`src/inc/uee_pkg.sv`:
```
// constants for the uart-framed serial eeprom access block
package uee_pkg;

  // ----------------------------------------------------------------
  // array geometry
  // ----------------------------------------------------------------
  localparam int unsigned UEE_ADDR_W = 4;
  localparam int unsigned UEE_WORDS = 16;
  localparam int unsigned UEE_WORD_W = 16;
  localparam int unsigned UEE_CMD_W = 8;
  localparam int unsigned UEE_CNT_W = 5;

  // erased cells read back as all ones
  localparam logic [15:0] UEE_ERASED = 16'hffff;

  // ----------------------------------------------------------------
  // bit counts within one instruction
  // ----------------------------------------------------------------
  localparam logic [4:0] UEE_CNT_ZERO = 5'h00;
  localparam logic [4:0] UEE_CNT_ONE = 5'h01;
  localparam logic [4:0] UEE_CNT_CMD_LAST = 5'h07;
  localparam logic [4:0] UEE_CNT_DATA_LAST = 5'h0f;
  localparam logic [4:0] UEE_CNT_RD_DONE = 5'h10;

  // ----------------------------------------------------------------
  // opcodes: two major bits, then two extension bits
  // ----------------------------------------------------------------
  localparam logic [1:0] UEE_OP_EXT = 2'h0;
  localparam logic [1:0] UEE_OP_WRITE = 2'h1;
  localparam logic [1:0] UEE_OP_READ = 2'h2;
  localparam logic [1:0] UEE_OP_ERASE = 2'h3;
  localparam logic [1:0] UEE_EXT_WRAL = 2'h1;
  localparam logic [1:0] UEE_EXT_ERAL = 2'h2;

  // ----------------------------------------------------------------
  // instruction sequencer states
  // ----------------------------------------------------------------
  typedef enum logic [2:0] {
    UEE_ST_IDLE = 3'h0,   // select low
    UEE_ST_WAIT = 3'h1,   // selected, waiting for the start bit
    UEE_ST_CMD = 3'h2,    // opcode and address shifting in
    UEE_ST_DATA = 3'h3,   // write data shifting in
    UEE_ST_ARMED = 3'h4,  // erase or write fully received
    UEE_ST_READ = 3'h5,   // read data shifting out
    UEE_ST_DONE = 3'h6,   // instruction over, wait for deselect
    UEE_ST_PROG = 3'h7    // select low, programming pending
  } uee_state_t;

endpackage : uee_pkg
```
`src/hw/uee_sync.sv`:
```
// three-stage input synchroniser with agreement filter
module uee_sync
  import uee_pkg::*;
(
  input wire logic clk,
  input wire logic rst,
  input wire logic async_in,
  output logic sync_out
);

  logic s1_r;
  logic s2_r;
  logic s3_r;

  // ----------------------------------------------------------------
  // capture chain
  // ----------------------------------------------------------------
  // first stage feeds only the second, so metastability stays contained
  always_ff @(posedge clk or posedge rst) begin
    if (rst) begin
      s1_r <= 1'b0;
      s2_r <= 1'b0;
      s3_r <= 1'b0;
    end else begin
      s1_r <= async_in;
      s2_r <= s1_r;
      s3_r <= s2_r;
    end
  end

  // a change counts once the second and third stage agree
  always_ff @(posedge clk or posedge rst) begin
    if (rst) begin
      sync_out <= 1'b0;
    end else if (s2_r == s3_r) begin
      sync_out <= s3_r;
    end
  end

endmodule : uee_sync

```
`src/hw/uee_top.sv`:
```
// serial eeprom core: 16 words of 16 bits behind a uart-driven port
// Overview of operation
// RL1: serial output stays disabled while command, address or data shift in.
// RL2: host drops select after the last write bit; extra bits are ignored.
// RL3: programming happens only when select rises after a low pulse.
// RL4: uart transmit drives serial input; serial output feeds uart receive.
// RL5: chip select comes from a uart modem control output.
// RL6: shift clock is the uart 1x bit clock, one bit per clock.
// RL7: host sets 1x clock, 8 data, 1 stop, no parity, select high.
// RL8: host waits until its transmitter has drained before a new transfer.
// RL9: erase precedes write; opcode ending in two ones erases, cells go ones.
// RL10: host drops select after erase frame and waits 30 ms; the host model waits 50 clocks.
// RL11: host queues command byte then two data bytes back to back.
// RL12: only 16 bits stored per write; trailing four bits are discarded.
// RL13: first start bit is the memory start bit; framing bits get stored.
// RL14: host reads by sending one opcode-plus-address byte.
// RL15: host takes the returned word as two received bytes.
// RL16: shift in and out on rising clock; read data opens with zero.
// RL17: host ignores framing errors caused by memory output bits.
module uee_top
  import uee_pkg::*;
(
  input wire logic clk,
  input wire logic rst,
  input wire logic chip_select_pin,
  input wire logic shift_clock_pin,
  input wire logic serial_in_pin,
  output logic serial_out_pin,
  output logic serial_out_oe,
  output logic prog_pending
);

  // ----------------------------------------------------------------
  // pin synchronisers and edge detection
  // ----------------------------------------------------------------
  logic cs_f, sk_f, si_f;
  logic sk_d_r;
  logic sk_rise;

  uee_sync u_sync_cs (.clk(clk), .rst(rst), .async_in(chip_select_pin),
    .sync_out(cs_f));
  uee_sync u_sync_sk (.clk(clk), .rst(rst), .async_in(shift_clock_pin),
    .sync_out(sk_f));
  uee_sync u_sync_si (.clk(clk), .rst(rst), .async_in(serial_in_pin),
    .sync_out(si_f));

  // edge found on the filtered clock, never on a raw stage
  always_ff @(posedge clk or posedge rst) begin
    if (rst) begin
      sk_d_r <= 1'b0;
    end else begin
      sk_d_r <= sk_f;
    end
  end

  assign sk_rise = sk_f & ~sk_d_r;

  // ----------------------------------------------------------------
  // instruction decode
  // ----------------------------------------------------------------
  uee_state_t state_r;
  logic [4:0] cnt_r;
  logic [7:0] cmd_r;
  logic [7:0] cmd_full;
  logic [15:0] wdata_r;
  logic [15:0] rdata_r;
  logic [15:0] mem [UEE_WORDS];
  logic [1:0] op_hi;
  logic [1:0] op_ext;
  logic [3:0] cmd_addr;
  logic [1:0] nxt_hi;
  logic [3:0] nxt_addr;
  logic cmd_last;
  logic commit;

  // byte as it stands after the bit being sampled now
  assign cmd_full = {cmd_r[6:0], si_f};
  assign nxt_hi = cmd_full[7:6];
  assign nxt_addr = cmd_full[3:0];
  assign op_hi = cmd_r[7:6];
  assign op_ext = cmd_r[5:4];
  assign cmd_addr = cmd_r[3:0];
  assign cmd_last = (state_r == UEE_ST_CMD) && cs_f && sk_rise &&
                    (cnt_r == UEE_CNT_CMD_LAST);
  // RL3: commit on select
  assign commit = (state_r == UEE_ST_PROG) && cs_f;

  // ----------------------------------------------------------------
  // sequencer
  // ----------------------------------------------------------------
  // one select window runs one instruction
  always_ff @(posedge clk or posedge rst) begin
    if (rst) begin
      state_r <= UEE_ST_IDLE;
      cnt_r <= UEE_CNT_ZERO;
    end else begin
      case (state_r)
        UEE_ST_IDLE: begin
          if (cs_f) begin
            state_r <= UEE_ST_WAIT;
          end
        end
        UEE_ST_WAIT: begin
          if (!cs_f) begin
            state_r <= UEE_ST_IDLE;
          // RL13: start bit detect
          end else if (sk_rise && si_f) begin
            state_r <= UEE_ST_CMD;
            cnt_r <= UEE_CNT_ZERO;
          end
        end
        UEE_ST_CMD: begin
          if (!cs_f) begin
            state_r <= UEE_ST_IDLE;
          end else if (cmd_last) begin
            cnt_r <= UEE_CNT_ZERO;
            case (nxt_hi)
              UEE_OP_READ: state_r <= UEE_ST_READ;
              UEE_OP_WRITE: state_r <= UEE_ST_DATA;
              // RL9: erase opcode
              UEE_OP_ERASE: state_r <= UEE_ST_ARMED;
              // extended codes: write-all, erase-all, else a no-op
              default: state_r <=
                  (cmd_full[5:4] == UEE_EXT_WRAL) ? UEE_ST_DATA :
                  (cmd_full[5:4] == UEE_EXT_ERAL) ? UEE_ST_ARMED : UEE_ST_DONE;
            endcase
          end else if (sk_rise) begin
            cnt_r <= cnt_r + UEE_CNT_ONE;
          end
        end
        UEE_ST_DATA: begin
          if (!cs_f) begin
            state_r <= UEE_ST_IDLE;
          end else if (sk_rise) begin
            cnt_r <= cnt_r + UEE_CNT_ONE;
            if (cnt_r == UEE_CNT_DATA_LAST) begin
              state_r <= UEE_ST_ARMED;
            end
          end
        end
        UEE_ST_ARMED: begin
          // RL12: trailing bits ignored
          if (!cs_f) begin
            state_r <= UEE_ST_PROG;
          end
        end
        UEE_ST_READ: begin
          if (!cs_f) begin
            state_r <= UEE_ST_IDLE;
          end else if (sk_rise && cnt_r != UEE_CNT_RD_DONE) begin
            cnt_r <= cnt_r + UEE_CNT_ONE;
          end
        end
        UEE_ST_DONE: begin
          if (!cs_f) begin
            state_r <= UEE_ST_IDLE;
          end
        end
        UEE_ST_PROG: begin
          // RL3: select pulse ends
          if (cs_f) begin
            state_r <= UEE_ST_WAIT;
          end
        end
        default: begin
          state_r <= UEE_ST_IDLE;
        end
      endcase
    end
  end

  // ----------------------------------------------------------------
  // input shifters
  // ----------------------------------------------------------------
  // RL16: shift on rising
  always_ff @(posedge clk or posedge rst) begin
    if (rst) begin
      cmd_r <= 8'h00;
    end else if (state_r == UEE_ST_CMD && cs_f && sk_rise) begin
      cmd_r <= cmd_full;
    end
  end

  // RL13: framing bits stored
  always_ff @(posedge clk or posedge rst) begin
    if (rst) begin
      wdata_r <= 16'h0000;
    end else if (state_r == UEE_ST_DATA && cs_f && sk_rise) begin
      wdata_r <= {wdata_r[14:0], si_f};
    end
  end

  // ----------------------------------------------------------------
  // storage array
  // ----------------------------------------------------------------
  // reset loads the erased pattern; a real part would keep contents
  always_ff @(posedge clk or posedge rst) begin
    if (rst) begin
      for (int i = 0; i < UEE_WORDS; i++) begin
        mem[i] <= UEE_ERASED;
      end
    end else if (commit) begin
      case (op_hi)
        UEE_OP_WRITE: mem[cmd_addr] <= wdata_r;
        // RL9: erase to ones
        UEE_OP_ERASE: mem[cmd_addr] <= UEE_ERASED;
        UEE_OP_EXT: begin
          for (int i = 0; i < UEE_WORDS; i++) begin
            mem[i] <= (op_ext == UEE_EXT_WRAL) ? wdata_r : UEE_ERASED;
          end
        end
        default: begin
        end
      endcase
    end
  end

  // ----------------------------------------------------------------
  // serial output
  // ----------------------------------------------------------------
  // RL16: dummy zero first
  always_ff @(posedge clk or posedge rst) begin
    if (rst) begin
      rdata_r <= 16'h0000;
    end else if (cmd_last && nxt_hi == UEE_OP_READ) begin
      rdata_r <= mem[nxt_addr];
    end else if (state_r == UEE_ST_READ && cs_f && sk_rise) begin
      rdata_r <= {rdata_r[14:0], 1'b0};
    end
  end

  // RL1: output off during input
  always_ff @(posedge clk or posedge rst) begin
    if (rst) begin
      serial_out_oe <= 1'b0;
      serial_out_pin <= 1'b0;
    end else if (!cs_f) begin
      serial_out_oe <= 1'b0;
      serial_out_pin <= 1'b0;
    end else if (cmd_last && nxt_hi == UEE_OP_READ) begin
      serial_out_oe <= 1'b1;
      serial_out_pin <= 1'b0;
    end else if (state_r == UEE_ST_READ && sk_rise) begin
      // past the word the pin echoes the input line
      serial_out_pin <= (cnt_r == UEE_CNT_RD_DONE) ? si_f : rdata_r[15];
    end
  end

  // programming flag shown while select is low after an erase or write
  always_ff @(posedge clk or posedge rst) begin
    if (rst) begin
      prog_pending <= 1'b0;
    end else begin
      prog_pending <= (state_r == UEE_ST_ARMED && !cs_f) ||
                      (state_r == UEE_ST_PROG && !cs_f);
    end
  end
endmodule : uee_top

```
`config.mk`:
```
export PLATFORM = sky130hd
export DESIGN_NAME = uee_top
export DESIGN_NICKNAME = d
export VERILOG_FILES = /design/src/inc/uee_pkg.sv /design/src/hw/uee_sync.sv /design/src/hw/uee_top.sv
export SDC_FILE = /design/constraint.sdc
export NUM_CORES = 1
export LEC_CHECK = 0
export BUFFER_PORTS_ARGS = -buffer_cell sky130_fd_sc_hd__buf_4
export CORE_MARGIN = 2
export CORE_UTILIZATION = 26
export DETAILED_ROUTE_END_ITERATION = 10
export PLACE_DENSITY_LB_ADDON = 0.08
export SETUP_SLACK_MARGIN = 0.3
export SYNTH_ARGS = -nofsm -noshare
export SYNTH_HDL_FRONTEND = slang
export SYNTH_SLANG_ARGS = --single-unit
export TNS_END_PERCENT = 20
```
`constraint.sdc`:
```
create_clock -name clk -period 13 [get_ports clk]
set_input_delay 2.6 -clock clk [delete_from_list [all_inputs] [get_ports clk]]
set_output_delay 2.6 -clock clk [all_outputs]
set_load 0.01 [all_outputs]
```
# [Word level (Yosys, flattened, before mapping)]
# Cells that the tools add are included.
[totals] reg_bits=320 output_inout_bits=3 inputBits=5 wordCells=149
[op_classes] n_addsub=1 n_lt_le_gt_ge=3 n_mux=39 eq_ne=37 bitwise=5 reduce_logical=27
[op_table] cell="$pmux W256 S3" n=1
[op_table] cell="$bwmux W256" n=1
[op_table] cell="$or A256 B256 Y256" n=1
[op_table] cell="$mux W16" n=6
[op_table] cell="$bmux W16 S4" n=1
[op_table] cell="$demux W16 S4" n=1
[op_table] cell="$mux W5" n=8
[op_table] cell="$mux W3" n=11
[op_table] cell="$pmux W5 S4" n=1
[op_table] cell="$pmux W3 S6" n=1
[op_table] cell="$logic_and A1 B1 Y1" n=15
[op_table] cell="$ne A3 B3 Y1 const B" n=5
[op_table] cell="$reduce_and A7 Y1" n=2
[op_table] cell="$eq A3 B3 Y1 const B" n=4
[op_table] cell="$ge A5 B5 Y1 const B" n=2
[op_table] cell="$ne A2 B1 Y1 const B" n=5
[op_table] cell="$ne A2 B2 Y1 const B" n=5
[op_table] cell="$not A4 Y5" n=2
[op_table] cell="$pmux W3 S3" n=1
[op_table] cell="$eq A2 B1 Y1 const B" n=4
[op_table] cell="$eq A2 B2 Y1 const B" n=4
[op_table] cell="$eq A3 B2 Y1 const B" n=2
[op_table] cell="$mux W1" n=6
[op_table] cell="$add A5 B1 Y5 const B" n=1
[op_table] cell="other kinds (19)" n=22

# [Logic depth before layout (Yosys ltp)]
# Gate-level depths: netlist of run 1.
[logic_depth] depth_word=7 mapped_depth=8 ltp_nobuf=7

# [Cells and area by module]
# Synthesis of run 1 repeated with hierarchy kept, for this count alone.
[hier_totals] cells_unflattened=1410 hier_area_um2=16673.5
[by_module_without_submodules] module="uee_top" cells_each=1392 n_inst=1 seq_area_each_um2=8027.7 area_each_um2=16328.2
[by_module_without_submodules] module="uee_sync" cells_each=6 n_inst=3 seq_area_each_um2=100.1 area_each_um2=115.1

# [Least setup slack after synthesis of run 1]
# Ideal clock, no wire load.
[synth_path] kind="reg2out" start="reg serial_out_oe" end="out serial_out_oe" stages_incl_launch_ff=1 slack_ps=10015 required_ps=10400 path_buffers=0 t_arrival_ps=385 path_cell_list="dfrtp_1"
[synth_lines] item="start, declared" line_no="uee_top.sv:29" rtl="output logic serial_out_oe,"
[synth_lines] item="start signal, assigned" line_no="uee_top.sv:235" rtl="serial_out_oe <= 1'b0;"
[synth_lines] item="start signal, assigned" line_no="uee_top.sv:238" rtl="serial_out_oe <= 1'b0;"
[synth_lines] item="start signal, assigned" line_no="uee_top.sv:241" rtl="serial_out_oe <= 1'b1;"
# No word-level cell between the ends.

==> results of run 1 <==
-- per-layer routing --
metal  up-vias  global-route usage, %  share of wire [%]
li1       5373                      -                  -
met2       262                  29.01                 46
met3        83                  3.241                4.0
met5         -                      0                  0
met1      6488                  26.02                 48
met4         0                  4.929                2.4
-- layout by cell type, fill, tap and decap left out, types with 4 or more instances in the layout --
| master | Yosys | routed |
|---|---|---|
| mux2_2 | 52 | 52 |
| nand2_1 | 27 | 27 |
| nand4_1 | 21 | 21 |
| clkinv_2 | 0 | 6 |
| buf_4 | 0 | 57 |
| a21oi_2 | 24 | 27 |
| a22oi_1 | 4 | 4 |
| clkbuf_16 | 0 | 43 |
| a211o_1 | 14 | 14 |
| nand2b_1 | 6 | 6 |
| o21ai_0 | 10 | 10 |
| clkbuf_8 | 0 | 15 |
| nor2b_1 | 21 | 21 |
| nand3_1 | 45 | 45 |
| nand4bb_1 | 9 | 6 |
| or3b_2 | 16 | 16 |
| mux4_2 | 60 | 60 |
| dfstp_2 | 256 | 256 |
| o22a_1 | 257 | 257 |
| nand4b_1 | 4 | 4 |
| inv_1 | 13 | 12 |
| mux2i_1 | 9 | 9 |
| dfrtp_1 | 64 | 61 |
| nor2_1 | 10 | 10 |
| or4b_1 | 4 | 4 |
| a21oi_1 | 273 | 270 |
| clkbuf_1 | 74 | 8 |
| ha_1 | 10 | 9 |
-- worst max-delay path, delay by kind of cell --
kind | cells | cell delay, ns
buffers and inverters | 4 | 2.25
-- cell families after synthesis --
| family | after synthesis |
|---|---|
| AOI/OAI and AO/OA | 606 |
| DFF | 320 |
| buffers and inverters | 181 |
| and+or+nand+nor | 181 |
| muxes | 121 |
| adders and majority gates | 13 |
-- area by class of cell --
class                   instances  area, um^2
well taps                     846        1059
diodes                          1       2.502
flip-flops and latches        320        8337
multi-input cells             921        7560
fillers                      6485       44440
inverters                      14       60.06
repair buffers                 57       427.9
clock inverters                11       110.1
clock buffers                  66        1313
-- power by group --
part / switching, mW / internal, mW / total, mW
registers: 0.0411 / 1.01 / 1.05
clock network: 0.479 / 0.731 / 1.21
logic: 0.206 / 0.0780 / 0.284
-- how the worst max path moves through the flow --
stage | endpoint | cells after the start | start
2_1_floorplan | cmd_r[0]$_DFFE_PP0P_ | 1 | rst
3_3_place_gp | rdata_r[4]$_DFFE_PP0P_ | 4 | rst
3_5_place_dp | rdata_r[3]$_DFFE_PP0P_ | 4 | rst
4_1_cts | rdata_r[9]$_DFFE_PP0P_ | 4 | rst
5_1_grt | rdata_r[9]$_DFFE_PP0P_ | 4 | rst
6_report | rdata_r[9]$_DFFE_PP0P_ | 4 | rst
-- metrics by stage --
stage,cell area [um^2],worst slack (ns),cells
2_1_floorplan,16690,1.967,1422
3_5_place_dp,17440,7.902,2158
3_3_place_gp,17440,7.882,2158
4_1_cts,18870,8.521,2235
6_report,18870,8.642,2236
5_1_grt,18870,8.264,2235
-- synthesized netlist by cell type, drive strengths merged, types with 10 or more instances --
cell,number
a21oi,297
o22a,257
dfstp,256
buf,91
clkbuf,76
dfrtp,64
mux4,60
mux2,52
nand3,45
nand2,27
nand4,21
nor2b,21
a211o,16
or3b,16
inv,13
ha,10
nor2,10
o21ai,10
==> impl_metrics.toml, run 1 <==
[timing]
worst_slew_pin_slew_ns = 1.098
rsz0062_at_grt = "false"
finalSetupViolations = 0
relSlewSlack_pct = 26.79
finalHoldViolCount = 0
timing.hold.ws_ns = 0.3493
fin_crit_sh_pct = 33.52
fmax_mhz = 229.5
skew_ns = 0.02055
slew_violations = 0
tns_ns = 0
layout_min_cycle_time_ns = 4.358

[hold_path]
worstHoldPathCells = 0
hold_path_startpoint = "u_sync_sk.s1_r$_DFF_PP0_"
holdPathEnd = "u_sync_sk.s2_r$_DFF_PP0_"
min_path_type = "register to register"

[setup_path]
crit_slowest_cell = "buf_4"
critical_path_required_ns = 13.60
worstSetupStartpointType = "input pin"
regToRegSetupSlack_ns = 9.25
r2r_cells = 7
r2r_start = "cmd_r[0]$_DFFE_PP0P_"
path_cells = "buf_4, inv_8, buf_4, buf_4"
worstPathMaxFanout = 112
worst_path_most_repeated_cell = "buf_4"
critical_path_arrival_ns = 4.95
end_kind = "asynchronous set/reset pin"
slowest_delay_ns = 0.79
worstSetupPathType = "input pin to asynchronous set/reset pin"

[logic_synthesis]
synth_xor_area_share_pct = 0
synth_seq_cells = 320
synth.top_cell.area_share_pct = 40.30
yosys.area_share.simple_pct = 6.650
netlist_instances = 1422
async_flop_share_pct = 100.0
syn_avg_cell_area_um2 = 11.74
syn_nets = 1437
syn_area_um2 = 16690
synth_compound_area_share_pct = 25.40
yosysTopAreaCell = "dfstp_2"
ys.flop_type = "dfstp_2"
synth_top_family_by_area = "compound AO/OA/AOI/OAI gates"
synthMuxAreaShare_pct = 12.14
synth_area_leaders = "dfstp_2, o22a_1, dfrtp_1, a21oi_1, mux4_2"
ys_warn_count = 0
ys_seq_area_share_pct = 49.90
synth_cell_type_count = 58
synth-edff-count = 0
synth_fa_ha_area_share_pct = 0.9296

[clock_network]
cts_buffer_depth = 3
ctsResizeCount = 0
cts_tree = "done"
insertion_delay_ns = 0.57
postCtsSetupRepairBufs = 0
cts.sinks = 320
ctsHoldBuffers = 0
clkSlewWorstSetupHoldPaths_ns = 0.06
cts_root_buf = "clkbuf_16"
cts_max_level = 2
cts-buffers-inserted = 42

[power_and_ir_drop]
p_per_area_nw_per_um2 = 135.0
p_leak_nw = 7.190
ir_drop_mv = 0.06814
finalPower_mw = 2.546

[final_layout]
nNetsFinal = 1371
final_util_pct = 29.80
drive_above_1_share_pct = 39.52
syn2layout_area_growth_pct = 13.05

[floorplanning]
io_pins = 8
die_x_um = 257.4
start_util_pct = 26.36
num_rows = 92
coreArea_um2 = 63310
die_area_um2 = 66230
chipHeight_um = 257.4

[drt]
drc_errors = 0
routed_wl_mm = 61.47
vias_per_cell = 5.459
ant_nets = 0
firstDrtPassIters = 6
vias = 12210
routedWlPerCell_um = 27.49
drtIter0Drc = 803

[placed_design]
gp_congestion = 0.7441
io_buffers = 7
dp_hpwl_mm = 34.25

[global_routing]
grt_pass1_vias = 12370
grtUsageTotal_pct = 18.43
grt_first_pass_wirelength_mm = 89.82
antenna_found_initial = 0
grt.overflow.total = 0
grt_max_degree = 113

[job]
maxCapViolations = 0

[run_status]
status = "complete, no violations"
(Power assumes the default switching activity.)
==> run 2, diff against run 1 <==
- clock period: 13 -> 3.7 ns (I/O delays scaled with it)
==> impl_metrics.toml, run 2 (synthesis results as in run 1) <==
[global_routing]
grt.overflow.total = 0
grt_first_pass_wirelength_mm = 92.38
grt_pass1_vias = 12510
grtUsageTotal_pct = 19.06
grt_max_degree = 109
antenna_found_initial = 1

[timing]
rsz0062_at_grt = "false"
layout_min_cycle_time_ns = 2.806
timing.hold.ws_ns = 0.2876
fin_crit_sh_pct = 75.83
relSlewSlack_pct = 39.25
tns_ns = 0
worst_slew_pin_slew_ns = 0.9112
slew_violations = 0
fmax_mhz = 356.4
finalHoldViolCount = 0
skew_ns = 0.01831
finalSetupViolations = 0

[final_layout]
layout_commonest_cell = "a21oi_1"
syn2layout_area_growth_pct = 14.96
antenna_cells = 0
final_util_pct = 30.30
drive_above_1_share_pct = 40.52
nNetsFinal = 1413
final_cell_mix = "a21oi_1, o22a_1, dfstp_2"

[clock_network]
cts_tree = "done"
ctsResizeCount = 0
cts.sinks = 320
insertion_delay_ns = 0.58
ctsHoldBuffers = 0
cts_max_level = 2
postCtsSetupRepairBufs = 0
cts_root_buf = "clkbuf_16"
cts-buffers-inserted = 41
cts_buffer_depth = 3
clkSlewWorstSetupHoldPaths_ns = 0.06

[setup_path]
critical_path_required_ns = 4.21
worstSetupStartpointType = "register"
r2r_cells = 7
worstPathMaxFanout = 27
critical_path_arrival_ns = 3.32
end_kind = "register"
worstSetupPathType = "register to register"
regToRegSetupSlack_ns = 0.89
r2r_start = "cmd_r[6]$_DFFE_PP0P_"

[power_and_ir_drop]
p_leak_nw = 7.380
ir_drop_mv = 0.2439
p_per_area_nw_per_um2 = 461.4

[floorplanning]
start_util_pct = 26.36
num_rows = 92
coreArea_um2 = 63310
chipHeight_um = 257.4
die_x_um = 257.4
io_pins = 8
die_area_um2 = 66230

[job]
maxCapViolations = 0

[drt]
drc_errors = 0
routed_wl_mm = 63.35
ant_nets = 0
firstDrtPassIters = 5
routedWlPerCell_um = 27.85
vias = 12360
vias_per_cell = 5.432
drtIter0Drc = 920

[placed_design]
gp_congestion = 0.7192
io_buffers = 7
dp_hpwl_mm = 36.99

[hold_path]
worstHoldPathCells = 1
min_path_type = "input pin to register"
holdPathEnd = "u_sync_cs.s1_r$_DFF_PP0_"
hold_path_startpoint = "chip_select_pin"

[run_status]
status = "complete, no violations"
==> run 2: cell count changes in the layout (fill, tap and decap cells not counted), moves of 2 or more <==
| cell | previous run | this run |
|---|---|---|
| a21oi_1 | 270 | 273 |
| a21oi_2 | 27 | 24 |
| buf_12 | 0 | 7 |
| buf_4 | 57 | 93 |
| clkbuf_1 | 8 | 13 |
| clkbuf_16 | 43 | 41 |
| clkbuf_8 | 15 | 12 |
| clkinv_2 | 6 | 3 |
| nand4bb_1 | 6 | 9 |
| nand4bb_2 | 3 | 0 |
==> run 2: final cells by class <==
class | instances | area, um^2
Clock buffer | 66 | 1240
Clock inverter | 8 | 122.6
Fill cell | 6411 | 44120
Inverter | 14 | 56.30
Multi-Input combinational cell | 921 | 7533
Sequential cell | 320 | 8337
Tap cell | 846 | 1059
Timing Repair Buffer | 100 | 838.3
==> run 2: metal layers <==
metal,share of wire [%],wire length [um],global-route usage [%],vias to the layer above
met5,0,0,0,-
li1,-,-,-,5469
met2,46,28940,29.63,247
met1,48,30310,27.78,6575
met3,4.4,2759,2.610,67
met4,2.1,1346,4.881,0
==> run 2: metrics by stage <==
stage                     instance area, um^2  cells  total power, mW  setup WS (ns)
after floorplan                         16690   1422            4.295         -1.098
after global placement                  17820   2201            4.794         0.9331
after detailed placement                17820   2201            4.784         0.9220
after CTS                               19190   2275            9.017         0.9211
after global routing                    19190   2275            9.222         0.6892
final                                   19190   2275            8.852         0.8943
==> run 2: critical path, cell delays in order (launching register included) <==
cell and delay, ns:
dfrtp_1 0.42, inv_1 0.13, ha_2 0.74, buf_12 0.25, a21oi_2 0.05, buf_4 0.23, a21oi_2 0.63, o22a_1 0.27
==> run 2: how the worst max path moves through the flow <==
stage | from | endpoint | slack, ns | depth (start not counted)
after floorplan | rst | cmd_r[0]$_DFFE_PP0P_ | -1.10 | 1
after global routing | cmd_r[6]$_DFFE_PP0P_ | register | 0.69 | 7
after CTS | cmd_r[6]$_DFFE_PP0P_ | register | 0.92 | 7
after detailed placement | cmd_r[6]$_DFFE_PP0P_ | register | 0.92 | 7
after global placement | cmd_r[6]$_DFFE_PP0P_ | register | 0.93 | 7
final | cmd_r[6]$_DFFE_PP0P_ | register | 0.89 | 7
==> run 2: report_power, final <==
| part | total, mW | internal, mW | switching [mW] |
|---|---|---|---|
| sequential | 3.71 | 3.55 | 0.153 |
| combinational | 1.00 | 0.297 | 0.708 |
| clock | 4.14 | 2.50 | 1.64 |
| total | 8.85 | 6.35 | 2.50 |
